### src/include/mfd_pkg.sv
// Shared constants, types and field layout for the flags datapath and dual data pointer unit
package mfd_pkg;

	// Special-function addresses
	localparam logic [7:0] MFD_CTRL_ADDR   = 8'ha7;
	localparam logic [7:0] MFD_PTR_LO_ADDR = 8'h82;
	localparam logic [7:0] MFD_PTR_HI_ADDR = 8'h83;

	// pointer_control_reg field positions and reset value
	localparam int         MFD_SWAP_BIT    = 6;
	localparam int         MFD_SHADOW_HI   = 5;
	localparam int         MFD_SHADOW_LO   = 4;
	localparam int         MFD_MAIN_HI     = 3;
	localparam int         MFD_MAIN_LO     = 2;
	localparam int         MFD_SEL_BIT     = 0;
	localparam logic [7:0] MFD_CTRL_RESET  = 8'h00;
	// Writable bits: 6..2 and 0; bits 7 and 1 are not implemented
	localparam logic [7:0] MFD_CTRL_WMASK  = 8'h7d;

	// Arithmetic constants
	localparam logic [3:0] MFD_NIBBLE_MAX  = 4'h9;
	localparam logic [9:0] MFD_DA_LOW_FIX  = 10'h006;
	localparam logic [9:0] MFD_DA_HIGH_FIX = 10'h060;
	localparam logic [9:0] MFD_BCD_MAX     = 10'h099;
	localparam logic [15:0] MFD_BYTE_MAX   = 16'h00ff;

	// Post-access modes of one pointer
	typedef enum logic [1:0] {
		MFD_STEP_CLASSIC = 2'b00,
		MFD_STEP_INC     = 2'b01,
		MFD_STEP_DEC     = 2'b10,
		MFD_STEP_TOGGLE  = 2'b11
	} mfd_step_t;

	// Operations served by the datapath
	typedef enum logic [2:0] {
		MFD_OP_NONE                    = 3'b000,
		MFD_OP_SUBTRACT_WITH_BORROW    = 3'b001,
		MFD_OP_PRODUCT_OP              = 3'b010,
		MFD_OP_QUOTIENT_OP             = 3'b011,
		MFD_OP_DECIMAL_ADJUST          = 3'b100,
		MFD_OP_ROTATE_RIGHT_THRU_CARRY = 3'b101,
		MFD_OP_ROTATE_LEFT_THRU_CARRY  = 3'b110,
		MFD_OP_COMPARE_BRANCH_UNEQUAL  = 3'b111
	} mfd_op_t;

	// Flags that travel with an operation
	typedef struct packed {
		logic carry;
		logic nibble_carry_flag;
		logic signed_wrap_flag;
	} mfd_flags_t;

	// Operation request from the core
	typedef struct packed {
		logic       valid;
		mfd_op_t    code;
		logic [7:0] acc;
		logic [7:0] second;
		logic [7:0] src;
		logic [7:0] dst;
		mfd_flags_t flags;
	} mfd_op_req_t;

	// Operation result back to the core
	typedef struct packed {
		logic       valid;
		logic [7:0] acc;
		logic [7:0] second;
		mfd_flags_t flags;
		logic       branch_taken;
	} mfd_op_res_t;

	// Special-function register access
	typedef struct packed {
		logic       wr;
		logic       rd;
		logic [7:0] addr;
		logic [7:0] wdata;
	} mfd_sfr_req_t;

	// Memory move notice from the core
	typedef struct packed {
		logic valid;
		logic via_pointer;
	} mfd_move_t;

endpackage

### src/logic/mfd_alu.sv
// Combinational result and flag logic for the arithmetic and rotate operations
`timescale 1ns/1ps
module mfd_alu
	import mfd_pkg::*;
(
	input  wire mfd_op_req_t req,
	output mfd_op_res_t      res
);

	// Borrow chain for subtract: separate widths expose borrows into bits 3, 6 and 7
	logic [4:0]  sub_lo;
	logic [7:0]  sub_mid;
	logic [8:0]  sub_full;
	logic [15:0] prod;
	logic        da_low;
	logic        da_high;
	logic [9:0]  da_sum;

	always_comb
	begin
		sub_lo   = {1'b0, req.acc[3:0]} - {1'b0, req.src[3:0]} - {4'h0, req.flags.carry};
		sub_mid  = {1'b0, req.acc[6:0]} - {1'b0, req.src[6:0]} - {7'h00, req.flags.carry};
		sub_full = {1'b0, req.acc} - {1'b0, req.src} - {8'h00, req.flags.carry};
		prod     = req.acc * req.second;
		da_low   = req.flags.nibble_carry_flag || (req.acc[3:0] > MFD_NIBBLE_MAX); // RULE9
		da_high  = req.flags.carry || da_low; // RULE10
		da_sum   = {2'b00, req.acc} + (da_low ? MFD_DA_LOW_FIX : 10'h000)
			+ (da_high ? MFD_DA_HIGH_FIX : 10'h000);
	end

	// Unlisted flags and operands fall through untouched
	always_comb
	begin
		res              = '0;
		res.valid        = req.valid;
		res.acc          = req.acc; // RULE25
		res.second       = req.second;
		res.flags        = req.flags;
		res.branch_taken = 1'b0;
		case (req.code)
			MFD_OP_SUBTRACT_WITH_BORROW:
			begin
				res.acc                     = sub_full[7:0]; // RULE1
				res.flags.carry             = sub_full[8]; // RULE2
				res.flags.signed_wrap_flag  = sub_mid[7] ^ sub_full[8]; // RULE3
				res.flags.nibble_carry_flag = sub_lo[4]; // RULE4
			end
			MFD_OP_PRODUCT_OP:
			begin
				res.acc                    = prod[7:0]; // RULE5
				res.second                 = prod[15:8];
				res.flags.carry            = 1'b0; // RULE6
				res.flags.signed_wrap_flag = prod > MFD_BYTE_MAX;
			end
			MFD_OP_QUOTIENT_OP:
			begin
				res.flags.carry = 1'b0; // RULE8
				// Zero divisor: operands are left as they were, which is one legal undefined result
				if (req.second == 8'h00)
					res.flags.signed_wrap_flag = 1'b1; // RULE8
				else
				begin
					res.acc                    = req.acc / req.second; // RULE7
					res.second                 = req.acc % req.second;
					res.flags.signed_wrap_flag = 1'b0;
				end
			end
			MFD_OP_DECIMAL_ADJUST:
			begin
				res.acc         = da_sum[7:0];
				res.flags.carry = da_sum > MFD_BCD_MAX; // RULE11
			end
			MFD_OP_ROTATE_RIGHT_THRU_CARRY:
			begin
				res.acc         = {req.flags.carry, req.acc[7:1]}; // RULE12
				res.flags.carry = req.acc[0];
			end
			MFD_OP_ROTATE_LEFT_THRU_CARRY:
			begin
				res.acc         = {req.acc[6:0], req.flags.carry}; // RULE13
				res.flags.carry = req.acc[7];
			end
			MFD_OP_COMPARE_BRANCH_UNEQUAL:
			begin
				res.branch_taken = req.src != req.dst; // RULE14
				res.flags.carry  = req.src > req.dst; // RULE15
			end
			default:
			begin
				res.branch_taken = 1'b0;
			end
		endcase
	end

endmodule // mfd_alu

### src/logic/mfd_ptr_step.sv
// Post-access modification of one data pointer
`timescale 1ns/1ps
module mfd_ptr_step
	import mfd_pkg::*;
#(
	parameter int PTR_W = 16
)
(
	input  wire logic [1:0]       mode,
	input  wire logic [PTR_W-1:0] ptr,
	output logic      [PTR_W-1:0] ptr_next
);

	// Toggle mode keeps the upper bits, so at least two bits are needed
	if (PTR_W < 2)
	begin : g_width_check
		$error("mfd_ptr_step: PTR_W must be at least 2");
	end

	// Wraps at both ends, like the pointer arithmetic it replaces
	always_comb
	begin
		case (mfd_step_t'(mode))
			MFD_STEP_CLASSIC: ptr_next = ptr;
			MFD_STEP_INC:     ptr_next = ptr + PTR_W'(1); // RULE21
			MFD_STEP_DEC:     ptr_next = ptr - PTR_W'(1); // RULE21
			MFD_STEP_TOGGLE:  ptr_next = {ptr[PTR_W-1:1], ~ptr[0]}; // RULE21
			default:          ptr_next = ptr;
		endcase
	end

endmodule // mfd_ptr_step

### src/logic/mfd_core.sv
// Flag datapath and dual data pointer unit of the microcontroller core
`timescale 1ns/1ps
// Operation
// RULE1 - Subtract with borrow: accumulator minus source minus carry into accumulator.
// RULE2 - Subtract: carry set on borrow into bit 7.
// RULE3 - Subtract: signed wrap set when exactly one of bits 6, 7 borrows.
// RULE4 - Subtract: nibble carry set on borrow into bit 3.
// RULE5 - Multiply unsigned; low byte to accumulator, high byte to second operand.
// RULE6 - Multiply clears carry; signed wrap set when product exceeds 255.
// RULE7 - Divide unsigned; quotient to accumulator, remainder to second operand.
// RULE8 - Divide clears carry; signed wrap set only for zero divisor.
// RULE9 - Decimal adjust adds 0x06 on nibble carry or low digit above nine.
// RULE10 - Then adds 0x60 on starting carry or when 0x06 was added.
// RULE11 - Decimal adjust sets carry when result exceeds 0x99.
// RULE12 - Rotate right through carry; carry takes old bit 0.
// RULE13 - Rotate left through carry; carry takes old bit 7.
// RULE14 - Compare: branch when source and destination differ, else fall through.
// RULE15 - Compare sets carry when source exceeds destination; reads no flag.
// RULE16 - Two 16-bit pointers, main and shadow, controlled at address 0xa7.
// RULE17 - Only pointer-addressed code or external moves modify the pointer.
// RULE18 - Control bit 6 enables automatic pointer swap after each move.
// RULE19 - Control bits 5:4 give shadow pointer mode; zero means unmodified.
// RULE20 - Control bit 7 ignores writes and reads zero.
// RULE21 - Mode 01 increments, 10 decrements, 11 toggles pointer bit 0.
// RULE22 - Control bits 3:2 give main pointer mode, same encoding.
// RULE23 - Control bit 0 selects main or shadow; it shows in pointer bytes.
// RULE24 - Auto swap inverts select after the active pointer's own step.
// RULE25 - Flags not listed for an operation keep their values.
module mfd_core
	import mfd_pkg::*;
#(
	parameter int PTR_W = 16
)
(
	input  wire logic         sys_clk,
	input  wire logic         rst_b,
	input  wire mfd_op_req_t  op_req,
	output mfd_op_res_t       op_res,
	input  wire mfd_sfr_req_t sfr_req,
	output logic [7:0]        sfr_rdata,
	output logic              sfr_hit,
	input  wire mfd_move_t    move,
	output logic [PTR_W-1:0]  data_pointer,
	output logic              pointer_select
);

	// Pointer bytes are addressed as two byte registers, so the width must be two bytes
	if (PTR_W != 16)
	begin : g_width_check
		$error("mfd_core: PTR_W must be 16");
	end

	// Whole module state
	typedef struct packed {
		logic [PTR_W-1:0] ptr_main;
		logic [PTR_W-1:0] ptr_shadow;
		logic [7:0]       ctrl;
		logic [PTR_W-1:0] active;
		logic [7:0]       rdata;
		mfd_op_res_t      res;
	} mfd_state_t;

	mfd_state_t       s_q;
	mfd_state_t       s_d;

	// Datapath results of the operation offered this cycle
	mfd_op_res_t      alu_res;

	// Pointer step values
	logic [1:0]       step_mode;
	logic [PTR_W-1:0] step_in;
	logic [PTR_W-1:0] step_out;

	// Decoded control fields of the current register value
	logic             auto_swap;
	logic             sel_shadow;
	logic [1:0]       main_mode;
	logic [1:0]       shadow_mode;
	logic             move_step;
	logic [PTR_W-1:0] cur_ptr;

	// Register decode results
	logic             hit_ctrl;
	logic             hit_lo;
	logic             hit_hi;

	// Read data mux as a function; the hit signals are decoded separately below
	function automatic logic [7:0] sfr_read(
		input logic [7:0]       addr,
		input logic [7:0]       ctrl,
		input logic [PTR_W-1:0] ptr
	);
		logic [7:0] val;
		val = 8'h00;
		case (addr)
			MFD_CTRL_ADDR:   val = ctrl & MFD_CTRL_WMASK; // RULE20
			MFD_PTR_LO_ADDR: val = ptr[7:0]; // RULE23
			MFD_PTR_HI_ADDR: val = ptr[15:8]; // RULE23
			default:         val = 8'h00;
		endcase
		return val;
	endfunction

	mfd_alu u_alu (
		.req (op_req),
		.res (alu_res)
	);

	mfd_ptr_step #(
		.PTR_W (PTR_W)
	) u_step (
		.mode     (step_mode),
		.ptr      (step_in),
		.ptr_next (step_out)
	);

	// Control field decode
	always_comb
	begin
		auto_swap   = s_q.ctrl[MFD_SWAP_BIT]; // RULE18
		sel_shadow  = s_q.ctrl[MFD_SEL_BIT]; // RULE23
		shadow_mode = {s_q.ctrl[MFD_SHADOW_HI], s_q.ctrl[MFD_SHADOW_LO]}; // RULE19
		main_mode   = {s_q.ctrl[MFD_MAIN_HI], s_q.ctrl[MFD_MAIN_LO]}; // RULE22
		cur_ptr     = sel_shadow ? s_q.ptr_shadow : s_q.ptr_main; // RULE16
	end

	// Only the active pointer steps, and only on pointer-addressed moves
	always_comb
	begin
		move_step = move.valid && move.via_pointer; // RULE17
		step_mode = sel_shadow ? shadow_mode : main_mode;
		step_in   = cur_ptr;
	end

	// Register decode
	always_comb
	begin
		hit_ctrl = sfr_req.addr == MFD_CTRL_ADDR; // RULE16
		hit_lo   = sfr_req.addr == MFD_PTR_LO_ADDR;
		hit_hi   = sfr_req.addr == MFD_PTR_HI_ADDR;
	end

	// Next state
	// Order matters: the move step is applied first, then a register write in the
	// same cycle overrides it, since software writes are meant to win.
	always_comb
	begin
		s_d     = s_q;
		s_d.res = alu_res;

		// Step the active pointer, then swap if enabled
		if (move_step)
		begin
			if (sel_shadow)
				s_d.ptr_shadow = step_out; // RULE19
			else
				s_d.ptr_main = step_out; // RULE22
		end
		// Swap follows any code or external move, after the step above
		if (move.valid && auto_swap)
			s_d.ctrl[MFD_SEL_BIT] = ~sel_shadow; // RULE24

		// Software writes
		if (sfr_req.wr)
		begin
			if (hit_ctrl)
				s_d.ctrl = sfr_req.wdata & MFD_CTRL_WMASK; // RULE20
			if (hit_lo)
			begin
				if (sel_shadow)
					s_d.ptr_shadow[7:0] = sfr_req.wdata; // RULE23
				else
					s_d.ptr_main[7:0] = sfr_req.wdata;
			end
			if (hit_hi)
			begin
				if (sel_shadow)
					s_d.ptr_shadow[15:8] = sfr_req.wdata; // RULE23
				else
					s_d.ptr_main[15:8] = sfr_req.wdata;
			end
		end

		// Registered copy of whichever pointer is active after this edge
		s_d.active = s_d.ctrl[MFD_SEL_BIT] ? s_d.ptr_shadow : s_d.ptr_main; // RULE23

		// Read data captured on a read strobe and held until the next one
		if (sfr_req.rd)
			s_d.rdata = sfr_read(sfr_req.addr, s_q.ctrl, cur_ptr);
	end

	// State register
	always_ff @(posedge sys_clk)
	begin
		if (!rst_b)
		begin
			s_q      <= '0;
			s_q.ctrl <= MFD_CTRL_RESET; // RULE18
		end
		else
			s_q <= s_d;
	end

	// Outputs
	// Hit is a combinational handshake so the core can tell its own registers apart
	assign op_res         = s_q.res;
	assign sfr_rdata      = s_q.rdata;
	assign sfr_hit        = hit_ctrl || hit_lo || hit_hi;
	assign data_pointer   = s_q.active;
	assign pointer_select = s_q.ctrl[MFD_SEL_BIT];

endmodule // mfd_core

### config.mk
export PLATFORM = sky130hd
export DESIGN_NAME = mfd_core
export DESIGN_NICKNAME = d
export VERILOG_FILES = /design/src/include/mfd_pkg.sv /design/src/logic/mfd_alu.sv /design/src/logic/mfd_ptr_step.sv /design/src/logic/mfd_core.sv
export SDC_FILE = /design/constraint.sdc
export NUM_CORES = 1
export LEC_CHECK = 0
export ABC_AREA = 1
export BUFFER_PORTS_ARGS = -buffer_cell sky130_fd_sc_hd__buf_2
export CELL_PAD_IN_SITES_DETAIL_PLACEMENT = 1
export CELL_PAD_IN_SITES_GLOBAL_PLACEMENT = 2
export CORE_UTILIZATION = 34
export DETAILED_ROUTE_END_ITERATION = 7
export GPL_TIMING_DRIVEN = 0
export PLACE_DENSITY_LB_ADDON = 0.15
export SYNTH_ARGS = -nofsm -noshare
export SYNTH_HDL_FRONTEND = slang
export SYNTH_SLANG_ARGS = --single-unit
### constraint.sdc
create_clock -name sys_clk -period 10.9 [get_ports sys_clk]
set_input_delay 1.09 -clock sys_clk [delete_from_list [all_inputs] [get_ports sys_clk]]
set_output_delay 1.09 -clock sys_clk [all_outputs]
set_load 0.005 [all_outputs]
==> results.json <==
{
  "dr.pass1.iters": 7,
  "routed-via-count": 11100,
  "worst_pin_slew_ps": 992,
  "ant_nets": 0,
  "antenna_found_initial": 1,
  "synth_edf_count": 0,
  "power_switching_uw": 595,
  "placed_cell_area_mm2": 0.0117,
  "fin_area_mm2": 0.0122,
  "r2r_setup_slack_ps": 6620,
  "multi_input_area_mm2": 0.00744,
  "synth-async-reset-ratio_pct": 0,
  "synth.avg_cell_area_um2": 6.63,
  "final_core_util_pct": 39.6,
  "cts_sinks": 83,
  "sequentialPowerShare_pct": 23.7,
  "nets": 1965,
  "start_util_pct": 34.8,
  "hpwlAfterDp_um": 33100,
  "grt_setup_unrepaired": "true",
  "drc": 14,
  "place.gp.congestion": 0.912,
  "synth_flop_cell": "dfxtp_1",
  "synth.area.top_cells": "dfxtp_1 (15%), ha_1 (14%), nand2_1 (12%)",
  "p_per_area_mw_per_mm2": 112,
  "syn_inst": 1618,
  "die_w_um": 180,
  "area_growth_pct": 13.9,
  "fp.dieArea_mm2": 0.0323,
  "crit_path_end_kind": "flip-flop",
  "comb_power_share_pct": 52.1,
  "outcome": "finished, violations left",
  "grt_pass1_vias": 11400,
  "grtUsageTotal_pct": 25.6,
  "cp_slowest_stage_delay_ps": 350,
  "period_needed_ps": 10210,
  "cts-buffers-inserted": 9,
  "htreeDepth": 3,
  "hold-path-cell-count": 2,
  "power.total_uw": 1370,
  "cp-start-kind": "input port",
  "antenna_cells": 0,
  "gr-total-overflow": 0,
  "synth_top_area_cell": "dfxtp_1",
  "fmax_ghz": 0.0979,
  "sw_frac_of_total_pct": 43.5,
  "viasPerCell": 5.16,
  "chipHeight_um": 180,
  "critPathArrivalTime_ps": 10420,
  "reg2reg_depth": 17,
  "path_clk_slew_ps": 70,
  "ios": 108,
  "crit_top_cell": "nand2_1",
  "root_buffer": "clkbuf_16",
  "cts_tree": "built",
  "grt_max_degree": 17,
  "netlist_area_mm2": 0.0107,
  "violations": "DRC",
  "hold_violations": 0,
  "clock_power_share_pct": 24.2,
  "crit_required_ps": 11110,
  "yosysMostFrequentCell": "nand2_1",
  "fill_cells": 4115,
  "drv_cap": 0,
  "layout-drive-gt1-share_pct": 17.4,
  "p_int_uw": 773,
  "rows": 64,
  "synth_top_area_share_pct": 15.5,
  "clkLatencyLatePin_ps": 360,
  "skew_ps": 11.8,
  "core_mm2": 0.0308,
  "synth-seq-cells": 83,
  "synth_commonest_cells": "nand2_1 (357), inv_1 (277), ha_1 (120)",
  "yosysUniqueCellTypes": 65,
  "setup_violations": 0,
  "cts-root-to-sink-buffers": 2,
  "vdd_drop_max_v": 0.0000586,
  "hold_path.class": "flip-flop to flip-flop",
  "relSlewSlack_pct": 33.9,
  "fin_crit_sh_pct": 93.7,
  "ff_latch_area_mm2": 0.00166,
  "critical_path_class": "input port to flip-flop",
  "slew_violations": 0,
  "finalWirelength_um": 40700,
  "wl_per_cell_um": 19.0,
  "drtIter0Drc": 722,
  "syn-num-nets": 1840,
  "ys.warnings.count": 0,
  "cts_hold_buf": 0,
  "p_leak_uw": 0.00661,
  "slowest_stage": "ha_1",
  "numPortBuffers": 103,
  "grt_pass1_wl_um": 63800,
  "ys_seq_area_share_pct": 15.5,
  "critical_path.max_fanout": 12
}
## final timing paths
check / startpoint / end
hold / removal: sfr_rdata[3]$_SDFFE_PN0P_ / sfr_rdata[3]$_SDFFE_PN0P_
setup / recovery: op_req[19] / op_res[9]$_SDFF_PN0_
hold reg to reg: sfr_rdata[3]$_SDFFE_PN0P_ / sfr_rdata[3]$_SDFFE_PN0P_
setup reg to reg: pointer_select$_SDFF_PN0_ / data_pointer[15]$_SDFF_PN0_
## critical path, delay by kind of cell
kind,cells,cell delay (ps)
compound gates,15,2150
buf+inv,10,1170
xor+xnor,1,150
simple gates,31,3230
fa+ha+maj,8,2600
## layer usage
metal,global-route usage [%],vias up,wire length (um)
met4,7.72,2,922
met2,42.6,274,18500
met1,34.3,5298,19300
met3,3.44,60,2020
met5,0,-,13
li1,-,5423,-
## cell type report
cell class / count / share of cell area [%]
well taps: 396 / 4.06
repair buffers: 114 / 4.95
flip-flops and latches: 83 / 13.6
clock buffers: 9 / 1.84
inverters: 302 / 9.47
multi-input cells: 1144 / 60.9
clock inverters: 7 / 0.604
plain buffers: 89 / 4.57
## placed cells by master, fill, tap and decap left out, types with 14 or more instances in the layout
cell type  netlist  routed
o21ai_0         92      87
inv_2           18      18
buf_2           11     113
nor2_1          95      94
nand2_1        357     356
clkbuf_1        27      27
fa_1            41      40
a21oi_1        100      97
nand3_1         83      82
inv_1          277     273
buf_4           46      57
o211ai_1        17      17
o21ai_2         12      14
o22ai_1         16      16
dfxtp_1         83      83
ha_1           120     120
xor2_1          27      27
o21ai_1         18      20
## timing repair
action | CTS | global route
resized for setup | 8 | 25
endpoints found under the setup margin | 9 | 9
pin swaps | 0 | 6
setup buffers | 1 | 10
hold endpoints to repair | 0 | 0
## cells by family after synthesis
kind of cell	Yosys count	synth area share, %
AO/OA/AOI/OAI	310	17.3
XOR/XNOR	38	3.10
adder cells (fa/ha/maj)	161	21.6
buffers and inverters	391	15.8
flip-flops	83	15.5
AND/OR/NAND/NOR	635	26.6
## power by group through the flow
stage | Combinational, uW | Clock [uW] | Sequential, uW
floorplan | 503 | 0 | 329
global placement | 681 | 0 | 331
detailed placement | 695 | 0 | 331
CTS | 702 | 338 | 324
global route | 808 | 349 | 325
finish | 713 | 331 | 324
## stage by stage
step | TNS, ps | hold WS [ps] | worst slack, ps | std cells
6_report | 0 | 477 | 686 | 2144
5_1_grt | -107 | 498 | -60.9 | 2144
4_1_cts | 0 | 482 | 42.4 | 2134
3_5_place_dp | -8780 | 471 | -1130 | 2117
3_3_place_gp | -7480 | 460 | -957 | 2117
2_1_floorplan | 0 | 446 | 1290 | 1618
## sequential cells by signal (all words and copies together) (netlist names)
name	cells
s_q	34
op_res	21
data_pointer	16
sfr_rdata	8
main_mode	2
auto_swap	1
pointer_select	1
(Power assumes the default switching activity.)
